### src/oag_pkg.sv
package oag_pkg;

    localparam int WORD_W = 16;
    localparam int NUM_DEFAULT_WORKING_REGISTER = 16;
    localparam int WSEL_W = 4;
    localparam int FADDR_W = 13;
    localparam int NEAR_BYTES = 8192;
    localparam int LIT5_W = 5;
    localparam int LIT10_W = 10;
    localparam int MODV_W = 4;
    localparam logic [WSEL_W-1:0] DEFAULT_DEFAULT_WORKING_REGISTER = 4'h0;
    localparam logic [WORD_W-1:0] WORD_ZERO = 16'h0000;

    // operand addressing mode
    typedef enum logic [2:0] {
        OAG_MODE_FILE = 3'b000,
        OAG_MODE_RDIR = 3'b001,
        OAG_MODE_RIND = 3'b010,
        OAG_MODE_POST = 3'b011,
        OAG_MODE_PRE = 3'b100,
        OAG_MODE_RIDX = 3'b101,
        OAG_MODE_LOFF = 3'b110,
        OAG_MODE_LIT = 3'b111
    } oag_mode_t;

    // instruction class
    typedef enum logic [1:0] {
        OAG_CLS_FILE = 2'b00,
        OAG_CLS_XFER = 2'b01,
        OAG_CLS_ALU3 = 2'b10,
        OAG_CLS_MACC = 2'b11
    } oag_cls_t;

    // result destination
    typedef enum logic [1:0] {
        OAG_DST_FILE = 2'b00,
        OAG_DST_DEFAULT_WORKING_REGISTER = 2'b01,
        OAG_DST_MEM = 2'b10,
        OAG_DST_PAIR = 2'b11
    } oag_dst_t;

    // decoded instruction fields from the decoder
    typedef struct packed {
        oag_cls_t cls;
        oag_mode_t mode;
        oag_dst_t dst;
        logic isProduct;
        logic litLong;
        logic [FADDR_W-1:0] fileAddr;
        logic [WSEL_W-1:0] ptrSel;
        logic [WSEL_W-1:0] baseSel;
        logic [WSEL_W-1:0] dstSel;
        logic [LIT10_W-1:0] literal;
        logic [MODV_W-1:0] modStep;
    } oag_instr_t;

    // operand result toward memory bus and datapath
    typedef struct packed {
        logic memRead;
        logic [WORD_W-1:0] effAddr;
        logic [WORD_W-1:0] operand1;
        logic [WORD_W-1:0] operand2;
        logic useLiteral;
        oag_dst_t dst;
        logic [WSEL_W-1:0] dstSel;
        logic [WORD_W-1:0] dstAddr;
    } oag_op_t;

endpackage

### src/oag_operand_address_gen.sv
`timescale 1ns/100ps
// Function
// - direct file instructions use 13-bit address into first 8192 data bytes.
// - file instructions take working operand from first working register.
// - file results go to file or default register; product may use pair.
// - data transfer instruction may address the whole data space.
// - three-operand first source is always a working register, direct mode.
// - second source is a working register, memory via working register, or 5-bit literal.
// - three-operand result goes to working register or data memory.
// - modes: direct, indirect, post-, pre-modified, 5 or 10-bit literal.
// - each instruction accepts only its permitted subset of modes.
// - file direct mode takes address from instruction field.
// - register direct uses register contents, no memory access.
// - register indirect uses pointer contents unchanged as address.
// - post-modify uses pointer as address, then steps it.
// - pre-modify steps pointer by signed constant, then uses it.
// - register indexed address is pointer plus base register.
// - literal offset address is pointer plus instruction literal.
// - multiply-accumulate class has its own modes, refused here.
module oag_operand_address_gen (
    // clock and reset
    input wire logic ref_clk,
    input wire logic nrst,
    // decoded instruction
    input wire logic instrValid,
    input oag_pkg::oag_instr_t instr,
    // register file write from datapath
    input wire logic wrEn,
    input wire logic [oag_pkg::WSEL_W-1:0] wrSel,
    input wire logic [oag_pkg::WORD_W-1:0] wrData,
    // operand output
    output logic opValid,
    output oag_pkg::oag_op_t op,
    output logic modeIllegal
);
    import oag_pkg::*;

    logic [WORD_W-1:0] default_working_register_q [NUM_DEFAULT_WORKING_REGISTER];
    oag_op_t op_q;
    oag_op_t op_d;
    logic opValid_q;
    logic illegal_q;

    wire logic [WORD_W-1:0] ptrVal = default_working_register_q[instr.ptrSel];
    wire logic [WORD_W-1:0] baseVal = default_working_register_q[instr.baseSel];
    wire logic [WORD_W-1:0] defVal = default_working_register_q[DEFAULT_DEFAULT_WORKING_REGISTER];
    wire logic [WORD_W-1:0] stepExt =
        {{(WORD_W-MODV_W){instr.modStep[MODV_W-1]}}, instr.modStep};
    wire logic [WORD_W-1:0] ptrMod = WORD_W'(ptrVal + stepExt);
    wire logic [WORD_W-1:0] lit5 =
        {{(WORD_W-LIT5_W){1'b0}}, instr.literal[LIT5_W-1:0]};
    wire logic [WORD_W-1:0] lit10 =
        {{(WORD_W-LIT10_W){1'b0}}, instr.literal};
    wire logic [WORD_W-1:0] litVal = instr.litLong ? lit10 : lit5;
    wire logic [WORD_W-1:0] nearAddr =
        {{(WORD_W-FADDR_W){1'b0}}, instr.fileAddr};

    // permitted mode subsets per class
    wire logic fileOk = (instr.mode == OAG_MODE_FILE);
    wire logic xferOk = (instr.mode != OAG_MODE_LIT) || instr.litLong;
    wire logic alu3Ok = (instr.mode == OAG_MODE_RDIR) ||
        (instr.mode == OAG_MODE_RIND) || (instr.mode == OAG_MODE_POST) ||
        (instr.mode == OAG_MODE_PRE) ||
        ((instr.mode == OAG_MODE_LIT) && !instr.litLong);
    wire logic dstOk = (instr.cls == OAG_CLS_FILE) ?
        (instr.dst == OAG_DST_FILE || instr.dst == OAG_DST_DEFAULT_WORKING_REGISTER ||
         (instr.dst == OAG_DST_PAIR && instr.isProduct)) :
        (instr.dst == OAG_DST_DEFAULT_WORKING_REGISTER || instr.dst == OAG_DST_MEM);
    wire logic modeOk =
        (instr.cls == OAG_CLS_FILE) ? (fileOk && dstOk) :
        (instr.cls == OAG_CLS_XFER) ? dstOk && xferOk :
        (instr.cls == OAG_CLS_ALU3) ? (alu3Ok && dstOk) :
        1'b0;
    wire logic accept = instrValid && modeOk;
    wire logic ptrWrite = accept &&
        (instr.mode == OAG_MODE_POST || instr.mode == OAG_MODE_PRE);

    // effective address per mode
    always_comb begin
        op_d = '0;
        op_d.dst = instr.dst;
        op_d.dstSel = instr.dstSel;
        op_d.dstAddr = nearAddr;
        op_d.operand1 = (instr.cls == OAG_CLS_ALU3) ? baseVal : defVal;
        unique case (instr.mode)
            OAG_MODE_FILE: begin
                op_d.effAddr = nearAddr;
                op_d.memRead = 1'b1;
            end
            OAG_MODE_RDIR: begin
                op_d.operand2 = ptrVal;
            end
            OAG_MODE_RIND: begin
                op_d.effAddr = ptrVal;
                op_d.memRead = 1'b1;
            end
            OAG_MODE_POST: begin
                op_d.effAddr = ptrVal;
                op_d.memRead = 1'b1;
            end
            OAG_MODE_PRE: begin
                op_d.effAddr = ptrMod;
                op_d.memRead = 1'b1;
            end
            OAG_MODE_RIDX: begin
                op_d.effAddr = WORD_W'(ptrVal + baseVal);
                op_d.memRead = 1'b1;
            end
            OAG_MODE_LOFF: begin
                op_d.effAddr = WORD_W'(ptrVal + litVal);
                op_d.memRead = 1'b1;
            end
            OAG_MODE_LIT: begin
                op_d.operand2 = litVal;
                op_d.useLiteral = 1'b1;
            end
        endcase
    end

    // working registers with pointer write-back
    genvar gi;
    generate
        for (gi = 0; gi < NUM_DEFAULT_WORKING_REGISTER; gi++) begin : g_default_working_register
            always_ff @(posedge ref_clk) begin
                if (!nrst) begin
                    default_working_register_q[gi] <= WORD_ZERO;
                end else if (ptrWrite && instr.ptrSel == WSEL_W'(gi)) begin
                    default_working_register_q[gi] <= ptrMod;
                end else if (wrEn && wrSel == WSEL_W'(gi)) begin
                    default_working_register_q[gi] <= wrData;
                end
            end
        end
    endgenerate

    always_ff @(posedge ref_clk) begin
        if (!nrst) begin
            op_q <= '0;
            opValid_q <= 1'b0;
            illegal_q <= 1'b0;
        end else begin
            op_q <= accept ? op_d : op_q;
            opValid_q <= accept;
            illegal_q <= instrValid && !modeOk;
        end
    end

    assign op = op_q;
    assign opValid = opValid_q;
    assign modeIllegal = illegal_q;

endmodule // oag_operand_address_gen

### config.mk
export PLATFORM = sky130hd
export DESIGN_NAME = oag_operand_address_gen
export DESIGN_NICKNAME = d
export VERILOG_FILES = /design/src/oag_pkg.sv /design/src/oag_operand_address_gen.sv
export SDC_FILE = /design/constraint.sdc
export NUM_CORES = 1
export LEC_CHECK = 0
export ABC_CLOCK_PERIOD_IN_PS = 8590
export BUFFER_PORTS_ARGS = -buffer_cell sky130_fd_sc_hd__buf_4
export CAP_MARGIN = 20
export CORE_ASPECT_RATIO = 1.2
export CORE_MARGIN = 5
export CORE_UTILIZATION = 33
export CTS_BUF_LIST = sky130_fd_sc_hd__clkbuf_16
export DETAILED_ROUTE_END_ITERATION = 8
export PLACE_DENSITY_LB_ADDON = 0.05
export REMOVE_ABC_BUFFERS = 1
export SLEW_MARGIN = 20
export SYNTH_ARGS = -nofsm -noshare
export SYNTH_HDL_FRONTEND = slang
export SYNTH_SLANG_ARGS = --single-unit
### constraint.sdc
create_clock -name ref_clk -period 8.59 [get_ports ref_clk]
set_input_delay 2.577 -clock ref_clk [delete_from_list [all_inputs] [get_ports ref_clk]]
set_output_delay 2.577 -clock ref_clk [all_outputs]
set_load 0.02 [all_outputs]
# [Yosys cells after proc, flatten, opt, wreduce, memory -nomap -nowiden]
# Memory sizes are Yosys's and may differ from the RTL's.
# Index checks and enable logic that the tools add are counted.
[totals] reg_bits=71 mem_bits_rw=256 inputBits=72 out_inout_bits=74 word_cells=300 n_memories=1
[mem_list] memory="default_working_register_q" words=16 word_bits=16 rd=3 rd_ports_with_merged_regs=0 write_ports=16 line_no="oag_operand_address_gen.sv:38" text="logic [WORD_W-1:0] default_working_register_q [NUM_DEFAULT_WORKING_REGISTER];"
[op_classes] add_sub_neg=3 eq_ne=43 mux=154 bitwise=32 n_reduce_logical=57
[ops] cell="two-way mux 16 bit" n=33
[ops] cell="two-way mux 1 bit" n=118
[ops] cell="one-hot mux 17 bit (5 select lines)" n=1
[ops] cell="equality test 4 bit (second input constant)" n=16
[ops] cell="logical AND 1 bit" n=40
[ops] cell="adder 16 bit" n=2
[ops] cell="equality test 4 x 3 -> 1 bit (second input constant)" n=8
[ops] cell="OR 1 bit" n=32
[ops] cell="one-hot mux 16 bit (2 select lines)" n=1
[ops] cell="adder 16 x 10 -> 16 bit" n=1
[ops] cell="equality test 4 x 2 -> 1 bit (second input constant)" n=4
[ops] cell="equality test 3 bit (second input constant)" n=4
[ops] cell="two-way mux 10 bit" n=1
[ops] cell="logical OR 1 bit" n=9
[ops] cell="equality test 4 x 1 -> 1 bit (second input constant)" n=2
[ops] cell="logical NOT 4 bit" n=2
[ops] cell="equality test 2 bit (second input constant)" n=3
[ops] cell="equality test 3 x 2 -> 1 bit (second input constant)" n=2
[ops] cell="equality test 2 x 1 -> 1 bit (second input constant)" n=2
[ops] cell="logical NOT 2 bit" n=2
[ops] cell="equality test 3 x 1 -> 1 bit (second input constant)" n=1
[ops] cell="logical NOT 3 bit" n=1
[ops] cell="!= test 3 bit (second input constant)" n=1
[ops] cell="logical NOT 1 bit" n=2
[ops] cell="OR reduction 2 bit" n=1

# [Logic depth before layout (Yosys ltp)]
# Gate-level depths: netlist of the first run.
[depth] depth_word=17 depth_mapped=18 ltp_nobuf=14

# [Worst setup path before layout of the first run]
# OpenSTA, ideal clock, no wires.
[synth_timing] path_type="in2reg" start="in instr[18] (netlist name)" end="reg op_q, in the netlist op[69]" setup_ps=122 t_arrival_ps=6795 required_time_ps=8468 slack_ps=1673 cell_stages=16 path_buffers=2 path_cell_list="buf_2 -> buf_1 -> mux4_2 -> mux4_2 -> mux2_2 -> ha_1 -> fa_1 -> a21o_1 -> a211oi_1 -> o211ai_1 -> a32oi_1 -> o21ai_0 -> xor2_1 -> nand2_1 -> a21oi_1 -> a221o_1"
[synth_between] elab_chain_len=3
[synth_lines] element="from (decl)" line_no="oag_operand_address_gen.sv:26" text="input oag_pkg::oag_instr_t instr,"
[synth_lines] element="memory (16 x 16 bit)"
[synth_lines] element="adder 16 bit" line_no="oag_operand_address_gen.sv:106" text="op_d.effAddr = WORD_W'(ptrVal + baseVal);"
[synth_lines] element="one-hot mux 17 bit (5 select lines)" line_no="oag_operand_address_gen.sv:85" text="unique case (instr.mode)"
[synth_lines] element="to (signal assigned)" line_no="oag_operand_address_gen.sv:142" text="op_q <= accept ? op_d : op_q;"
[synth_lines] element="to (decl)" line_no="oag_operand_address_gen.sv:39" text="oag_op_t op_q;"
# Every way passes these cells.
# A chain may end at the register's enable or synchronous reset.

# [Final worst setup path of the first run]
[layout_timing] start="in instr[18] (netlist name)" end="reg op_q, in the netlist op[70]"
# Same word-level chain as after synthesis.

==> results of run 1 <==
==> layout by cell type, fill, tap and decap left out, types with 10 or more instances in the layout <==
cell / n
a22o_1: 259
edfxtp_1: 256
buf_4: 208
mux4_2: 158
nand2_1: 123
dfxtp_1: 71
nor2_1: 41
clkbuf_16: 40
a21oi_1: 33
ha_1: 33
o21ai_0: 31
nor2b_1: 26
mux2i_1: 25
inv_1: 24
a21boi_0: 24
xnor2_1: 20
nand3_1: 17
a221oi_1: 16
and2_1: 15
o211a_1: 15
nand3b_1: 13
nor3_1: 11
a21o_1: 10
and3_1: 10
==> per-layer routing <==
layer  track usage  vias to the layer above  wire (um)
li1              -                     6292          -
met1         0.321                     7709      33000
met2         0.424                      654      40600
met3        0.0437                      154       5240
met4        0.0964                        0       3640
met5             0                        -          0
==> worst max path at each step <==
stage,startpoint,to,slack (ns),cells after the start
global route,instr[18],op[70],1.41,15
global placement,instr[18],op[69],1.20,15
finish,instr[18],op[70],1.81,15
floorplan,instr[47],default_working_register_q[5][0],1.77,9
CTS,instr[18],op[70],1.80,15
detailed placement,instr[18],op[70],1.20,15
==> cells by family after synthesis <==
logic type	count (synthesis)
other	1
multiplexers	190
adder cells (fa/ha/maj)	35
XOR/XNOR	29
AND/OR/NAND/NOR	286
flip-flops	327
AO/OA/AOI/OAI	458
buffers and inverters	178
==> critical path: cells and delay by family <==
| kind | cells | cell delay [ns] |
|---|---|---|
| buffers and inverters | 2 | 1.22 |
| multiplexers | 3 | 1.39 |
| adder cells (fa/ha/maj) | 1 | 0.36 |
| AND/OR/NAND/NOR | 3 | 0.34 |
| AO/OA/AOI/OAI | 6 | 1.24 |
==> sequential cells by signal, indices dropped and copies added, names as in the netlist <==
| name | count |
|---|---|
| default_working_register_q | 256 |
| modeIllegal | 1 |
| op | 69 |
| opValid | 1 |
==> power groups by stage <==
stage	registers (mW)	logic, mW	clock network [mW]
after global placement	1.83	0.949	0
after detailed placement	1.83	0.949	0
final	1.80	0.955	1.56
after floorplan	1.84	0.496	0
after CTS	1.80	0.952	1.60
after global routing	1.81	1.02	1.65
==> final cells by class <==
type / instances / area [um^2] / area share
Clock inverter: 32 / 154 / 0.00673
Inverter: 11 / 41.3 / 0.00181
Timing Repair Buffer: 209 / 1590 / 0.0695
Tap cell: 800 / 1000 / 0.0438
Multi-Input combinational cell: 1001 / 9980 / 0.436
Sequential cell: 327 / 9110 / 0.398
Clock buffer: 40 / 1000 / 0.0438
==> impl_metrics.json, run 1 <==
{
  "finalCritPeriodShare": 0.789,
  "p_sw_frac": 0.316,
  "r2r_setup_slack_ns": 4.00,
  "start_util": 0.331,
  "synth_area_leaders": "edfxtp_1 (39%), mux4_2 (18%), a22o_1 (12%), dfxtp_1 (7.2%), nand2_1 (2.4%)",
  "vias_per_cell": 6.12,
  "postCtsSetupRepairBufs": 0,
  "cts_made_buffers": 39,
  "path_cells": "buf_4 > buf_4 > mux4_2 > mux4_2 > nand2_1 > o21ai_0 > ha_1 > a21oi_1 > nand2_1 > o21bai_1 > a21o_1 > nor2b_1 > mux2_2 > a221oi_1 > o21ai_0",
  "synthToLayoutAreaGrowth_pct": 16.6,
  "hold_depth": 2,
  "coreArea_um2": 59200,
  "async_flop_share": 0,
  "finalSetupViolations": 0,
  "cts_root_buffer": "clkbuf_16",
  "status": "complete, no violations",
  "fin_crit_ns": 6.78,
  "grt_max_degree": 56,
  "crit_arrival_ns": 7.22,
  "synth_top_cells_by_count": "a22o_1 (259), edfxtp_1 (256), mux4_2 (158)",
  "syn-instance-count": 1504,
  "seq_power_share": 0.417,
  "cp_slowest_stage_delay_ns": 0.84,
  "internal-power_mw": 2.95,
  "finalNetCount": 1696,
  "synthSimpleGateAreaFrac": 0.0712,
  "leakage_nw": 8.48,
  "worstRegToRegCells": 14,
  "max_cap_viol_count": 0,
  "finalMaxSlewViolations": 0,
  "initialDrtViolationCount": 1413,
  "hold_viol_final": 0,
  "yosys.area.top_type": "edfxtp_1",
  "synthMuxAreaShare": 0.198,
  "synth_top_area_frac": 0.392,
  "r2r-start": "default_working_register_q[9][0]",
  "slew_headroom": 0.202,
  "min_path_type": "register to register",
  "clock_latency_ns": 0.57,
  "ant_nets": 0,
  "ys_seq_elements": 327,
  "avgSynthCellArea_um2": 13.0,
  "ir_drop_v": 0.000115,
  "placedInstanceArea_um2": 21700,
  "cts.reportedPaths.clkPinSlew_ns": 0.06,
  "synth_edf_count": 256,
  "placed_cells": 2347,
  "grt_usage": 0.251,
  "critPathSlowestCell": "buf_4",
  "dieHeight_um": 277,
  "hold_path_end": "op[11]",
  "layout_setup_ws_ns": 1.81,
  "place_congestion": 0.797,
  "cp-start-kind": "input pin",
  "dp_hpwl_mm": 52.4,
  "holdBufCountCts": 0,
  "h-tree-depth": 2,
  "fin_total_pwr_mw": 4.32,
  "dr.pass1.iters": 5,
  "drt_wl_total_mm": 82.4,
  "synth_compound_area_frac": 0.192,
  "synth_top_family_by_area": "multiplexers",
  "drcViolationCount": 0,
  "ys_seq_area_frac": 0.465,
  "pwr-share-comb": 0.221,
  "yosys_warnings": 0,
  "overflow": 0,
  "rsz0062_at_grt": "no",
  "cts_tree": "yes",
  "layout-drive-gt1-share": 0.285,
  "die_x_um": 233,
  "synth_fa_ha_area_frac": 0.0231,
  "nFillCells": 5682,
  "hp-start": "op[11]",
  "final-instance-count-excl-fill": 2420,
  "crit_type": "input pin to register",
  "wire_per_inst_um": 34.0,
  "pre_cts_ws_ns": 1.20,
  "critPathMaxFanout": 43,
  "holdWs_ns": 0.461,
  "cp.required_ns": 9.03,
  "cts-resized-gates": 0,
  "finish.utilization": 0.386,
  "fin_tns_setup_ns": 0,
  "p_switching_mw": 1.36,
  "p_clk_frac": 0.361,
  "vias": 14800,
  "yosysMostFrequentCell": "a22o_1",
  "synthXorXnorAreaFrac": 0.0130,
  "grt_antenna_before_repair": 0,
  "grt_pass1_vias": 15500,
  "grt_pass1_wl_mm": 116,
  "design_area_um2": 22900,
  "syn_area_um2": 19600,
  "max_freq_mhz": 147,
  "ys.flop_type": "edfxtp_1",
  "ys_types": 70,
  "cts_sinks": 327,
  "worst_pin_slew_ns": 1.20,
  "powerDensity_nw_per_um2": 189,
  "r2r_end": "op[69]",
  "cp-end-kind": "register",
  "portBuffers": 142,
  "clock_skew_ns": 0.0248,
  "diodes": 0,
  "clockBufferDepth": 3,
  "ioPinCount": 146,
  "rows": 98,
  "dieArea_um2": 64400
}
(Power assumes the default switching activity.)
==> run 2: changes to the inputs <==
--- a/config.mk
+++ b/config.mk
@@ -5,7 +5,7 @@
 export SDC_FILE = /design/constraint.sdc
 export NUM_CORES = 1
 export LEC_CHECK = 0
-export ABC_CLOCK_PERIOD_IN_PS = 8590
+export ABC_CLOCK_PERIOD_IN_PS = 6280
 export BUFFER_PORTS_ARGS = -buffer_cell sky130_fd_sc_hd__buf_4
 export CAP_MARGIN = 20
 export CORE_ASPECT_RATIO = 1.2
==> constraint.sdc (replaced) <==
create_clock -name ref_clk -period 6.28 [get_ports ref_clk]
set_input_delay 1.884 -clock ref_clk [delete_from_list [all_inputs] [get_ports ref_clk]]
set_output_delay 1.884 -clock ref_clk [all_outputs]
set_load 0.02 [all_outputs]
==> run 2 against run 1 <==
Hold slack improved by 0.0027 ns. Sequential share of layout area decreased by 0.78 points. Clock skew increased by 0.0071 ns. Flip-flop and latch count unchanged. First-iteration DRC count decreased by 8.1%. Largest power group unchanged.
==> impl_metrics.json, run 2 (synthesis results as in run 1) <==
{
  "leakage_nw": 8.76,
  "min_path_type": "register to register",
  "hold_path_end": "op[12]",
  "cts_tree": "yes",
  "dr.pass1.iters": 5,
  "max_cap_viol_count": 0,
  "clock_skew_ns": 0.0319,
  "h-tree-depth": 2,
  "crit_arrival_ns": 6.03,
  "start_util": 0.331,
  "clockBufferDepth": 3,
  "worstRegToRegCells": 15,
  "cts_root_buffer": "clkbuf_16",
  "vias": 15000,
  "cp-end-kind": "register",
  "critPathMaxFanout": 10,
  "holdBufCountCts": 0,
  "ir_drop_v": 0.000152,
  "coreArea_um2": 59200,
  "vias_per_cell": 6.07,
  "max_freq_mhz": 179,
  "rows": 98,
  "cts-resized-gates": 0,
  "ioPinCount": 146,
  "cts.reportedPaths.clkPinSlew_ns": 0.06,
  "portBuffers": 142,
  "hp-start": "op[12]",
  "dp_hpwl_mm": 53.9,
  "slew_headroom": 0.231,
  "grt_usage": 0.247,
  "crit_type": "input pin to register",
  "regMostFlops": "default_working_register_q",
  "final-instance-count-excl-fill": 2470,
  "final_common_cell": "a22o_1",
  "final_cell_mix": "a22o_1 (259), edfxtp_1 (256), buf_4 (251), mux4_2 (158), nand2_1 (123)",
  "largest_register_ffs": 256,
  "finish.utilization": 0.394,
  "fin_crit_ns": 5.58,
  "dieArea_um2": 64400,
  "overflow": 0,
  "die_x_um": 233,
  "postCtsSetupRepairBufs": 0,
  "drcViolationCount": 0,
  "synthToLayoutAreaGrowth_pct": 19.0,
  "cts_made_buffers": 38,
  "placed_cells": 2402,
  "rsz0062_at_grt": "no",
  "clock_latency_ns": 0.58,
  "worst_pin_slew_ns": 1.15,
  "hold_viol_final": 0,
  "finalMaxSlewViolations": 0,
  "cp-start-kind": "input pin",
  "grt_antenna_before_repair": 3,
  "layout-drive-gt1-share": 0.308,
  "grt_pass1_vias": 15500,
  "r2r-start": "default_working_register_q[0][0]",
  "initialDrtViolationCount": 1298,
  "cp.required_ns": 6.73,
  "r2r_end": "op[69]",
  "r2r_setup_slack_ns": 1.89,
  "finalNetCount": 1749,
  "status": "complete, no violations",
  "drt_wl_total_mm": 81.4,
  "powerDensity_nw_per_um2": 258,
  "ant_nets": 0,
  "diodes": 0,
  "wire_per_inst_um": 32.9,
  "fin_tns_setup_ns": 0,
  "finalSetupViolations": 0,
  "dieHeight_um": 277,
  "place_congestion": 0.793,
  "finalCritPeriodShare": 0.889,
  "cts_sinks": 327,
  "grt_pass1_wl_mm": 115,
  "grt_max_degree": 56,
  "hold_depth": 2
}
-- run 2: cell types whose count changed in the layout (fill, tap and decap cells not counted), sizes merged --
| cell | change |
|---|---|
| clkinv | +1 |
| inv | -7 |
| clkbuf | -2 |
| bufinv | +3 |
| clkinvlp | +1 |
| buf | +54 |
-- run 2: layout make-up --
type / count / area (um^2)
Clock inverter: 30 / 225
Tap cell: 800 / 1000
Inverter: 11 / 41.3
Clock buffer: 38 / 951
Timing Repair Buffer: 263 / 2120
Multi-Input combinational cell: 1001 / 9880
Sequential cell: 327 / 9110
Fill cell: 5641 / 35900
-- run 2: worst max-delay path, cell delays in order --
cell      delay (ns)
buf_4           0.23
mux4_2          0.53
mux4_2          0.57
mux2_2          0.31
ha_1            0.25
fa_1            0.47
a21o_1          0.18
a211oi_1        0.25
buf_4           0.17
o211ai_1        0.16
a32oi_1         0.33
o21ai_0         0.14
xor2_1          0.15
nand2_1         0.07
a21oi_1         0.06
a221o_1         0.26
-- run 2: through the flow --
step	area, um^2	hold WS (ns)	worst slack [ns]	total power [mW]
after floorplan	18900	0.539	0.149	3.19
after CTS	23300	0.467	0.702	6.06
after global routing	23300	0.484	0.507	6.23
final	23300	0.464	0.697	6.02
after detailed placement	22200	0.459	0.102	3.88
after global placement	22200	0.451	0.124	3.87
-- run 2: layer usage --
layer | vias to the layer above | share of wire | global-route usage
li1 | 6385 | - | -
met1 | 7739 | 0.39 | 0.310
met2 | 678 | 0.49 | 0.417
met3 | 179 | 0.070 | 0.0466
met4 | 2 | 0.049 | 0.104
met5 | - | 0.00025 | 0
-- run 2: worst max-delay path by stage --
stage                          from                               end  slack (ns)  depth (start not counted)
after floorplan           instr[47]  default_working_register_q[5][0]        0.15                          9
final                     instr[18]                            op[69]        0.70                         16
after detailed placement  instr[18]                            op[69]        0.10                         16
after global placement    instr[18]                            op[69]        0.12                         16
after global routing      instr[18]                            op[69]        0.51                         16
after CTS                 instr[18]                            op[69]        0.70                         16
-- run 2: where the power goes --
group | total (mW) | leakage (nW) | internal, mW | switching, mW
Clock | 2.19 | 0.603 | 1.23 | 0.962
Combinational | 1.37 | 4.93 | 0.522 | 0.844
Sequential | 2.46 | 3.23 | 2.42 | 0.0451
==> run 3: changes to the inputs <==
--- a/config.mk
+++ b/config.mk
@@ -5,13 +5,12 @@
 export SDC_FILE = /design/constraint.sdc
 export NUM_CORES = 1
 export LEC_CHECK = 0
-export ABC_CLOCK_PERIOD_IN_PS = 6280
+export ABC_CLOCK_PERIOD_IN_PS = 6050
 export BUFFER_PORTS_ARGS = -buffer_cell sky130_fd_sc_hd__buf_4
-export CAP_MARGIN = 20
+export CAP_MARGIN = 10
 export CORE_ASPECT_RATIO = 1.2
 export CORE_MARGIN = 5
 export CORE_UTILIZATION = 33
-export CTS_BUF_LIST = sky130_fd_sc_hd__clkbuf_16
 export DETAILED_ROUTE_END_ITERATION = 8
 export PLACE_DENSITY_LB_ADDON = 0.05
 export REMOVE_ABC_BUFFERS = 1
==> constraint.sdc (replaced) <==
create_clock -name ref_clk -period 6.05 [get_ports ref_clk]
set_input_delay 1.815 -clock ref_clk [delete_from_list [all_inputs] [get_ports ref_clk]]
set_output_delay 1.815 -clock ref_clk [all_outputs]
set_load 0.02 [all_outputs]
==> run 3 against run 2 <==
Register-to-register slack lost 0.30 ns. Non-clock buffer count grew 18. First-iteration DRC count grew 8.9%. Combinational power grew 7%. Total power grew 3.8%. Cell area grew 0.86%. Setup slack lost 0.20 ns. Cell count grew 0.77%. Clock power grew 2%. Sequential share of layout area shrank 0.33 points. Flip-flop and latch count is the same. Wire length grew 1.3%. Critical endpoint unchanged.
==> impl_metrics.json, run 3 (synthesis results as in run 1) <==
{
  "status": "complete, no violations",
  "dp_hpwl_mm": 53.7,
  "finalNetCount": 1767,
  "drt_wl_total_mm": 82.4,
  "dieHeight_um": 277,
  "max_cap_viol_count": 0,
  "leakage_nw": 8.84,
  "die_x_um": 233,
  "grt_pass1_wl_mm": 116,
  "hold_viol_final": 0,
  "drcViolationCount": 0,
  "slew_headroom": 0.237,
  "clockBufferDepth": 3,
  "layout_setup_ws_ns": 0.499,
  "clock_skew_ns": 0.0257,
  "fin_tns_setup_ns": 0,
  "finalCritPeriodShare": 0.918,
  "path_cells": "buf_4 > mux4_2 > mux4_2 > mux2_2 > ha_1 > fa_1 > a21o_1 > a211oi_1 > buf_4 > o211ai_1 > a32oi_1 > o21ai_0 > xor2_1 > nand2_1 > a21oi_1 > a221o_1",
  "final_cell_mix": "buf_4 (262), a22o_1 (259), edfxtp_1 (256), mux4_2 (158), nand2_1 (123)",
  "holdBufCountCts": 0,
  "cts_tree": "yes",
  "finish.utilization": 0.397,
  "regMostFlops": "default_working_register_q",
  "grt_antenna_before_repair": 0,
  "critPathMaxFanout": 6,
  "grt_max_degree": 69,
  "portBuffers": 142,
  "diodes": 0,
  "h-tree-depth": 2,
  "crit_arrival_ns": 6.00,
  "worstRegToRegCells": 15,
  "cts_sinks": 327,
  "hold_depth": 2,
  "pre_cts_ws_ns": -0.0724,
  "fin_total_pwr_mw": 6.25,
  "vias": 15000,
  "ioPinCount": 146,
  "cp-start-kind": "input pin",
  "grt_usage": 0.251,
  "crit_type": "input pin to register",
  "holdWs_ns": 0.461,
  "final-instance-count-excl-fill": 2489,
  "finalMaxSlewViolations": 0,
  "finalSetupViolations": 0,
  "postCtsSetupRepairBufs": 0,
  "fin_crit_ns": 5.55,
  "placed_cells": 2420,
  "cp.required_ns": 6.50,
  "min_path_type": "register to register",
  "synthToLayoutAreaGrowth_pct": 20.0,
  "start_util": 0.331,
  "cts_made_buffers": 38,
  "final_common_cell": "buf_4",
  "worst_pin_slew_ns": 1.14,
  "nFillCells": 5599,
  "largest_register_ffs": 256,
  "initialDrtViolationCount": 1414,
  "overflow": 0,
  "placedInstanceArea_um2": 22400,
  "rsz0062_at_grt": "no",
  "wire_per_inst_um": 33.1,
  "coreArea_um2": 59200,
  "cp-end-kind": "register",
  "critPathSlowestCell": "mux4_2",
  "cts.reportedPaths.clkPinSlew_ns": 0.06,
  "cp_slowest_stage_delay_ns": 0.59,
  "cts-resized-gates": 0,
  "vias_per_cell": 6.03,
  "design_area_um2": 23500,
  "dieArea_um2": 64400,
  "grt_pass1_vias": 15400,
  "powerDensity_nw_per_um2": 265,
  "dr.pass1.iters": 5,
  "rows": 98,
  "clock_latency_ns": 0.56,
  "cts_root_buffer": "clkbuf_16",
  "ant_nets": 0,
  "max_freq_mhz": 180,
  "ir_drop_v": 0.000138,
  "layout-drive-gt1-share": 0.313,
  "place_congestion": 0.816
}
-- run 3: where the power goes --
group	internal [mW]	leakage [nW]	switching, mW
clock network	1.27	0.561	0.962
logic	0.574	5.05	0.886
registers	2.51	3.23	0.0484
-- run 3: cell type report --
type	instances	area [um^2]	share of cell area
Clock inverter	12	80.1	0.00340
Tap cell	800	1000	0.0425
Sequential cell	327	9110	0.387
Clock buffer	57	1070	0.0456
Timing Repair Buffer	281	2350	0.0997
Inverter	11	41.3	0.00175
Multi-Input combinational cell	1001	9880	0.420
-- run 3: critical path: cells and delay by family --
| family | cells | cell delay (ns) |
|---|---|---|
| AOI/OAI and AO/OA | 7 | 1.46 |
| muxes | 3 | 1.40 |
| adders and majority gates | 2 | 0.72 |
| buffers and inverters | 2 | 0.36 |
| xor gates and xnor gates | 1 | 0.16 |
| and+or+nand+nor | 1 | 0.07 |
-- run 3: path summary, 6_finish.rpt --
path                            slack, ns                             start     end
worst max-delay path                 0.50                         instr[18]  op[69]
worst min-delay path                 0.46                            op[11]  op[11]
worst max register to register       1.59  default_working_register_q[3][0]  op[69]
worst min register to register       0.46                            op[11]  op[11]
-- run 3: layer usage --
metal,GRT usage,share of wire
met2,0.424,0.49
met5,0,0
met3,0.0399,0.065
met1,0.329,0.41
met4,0.0882,0.039
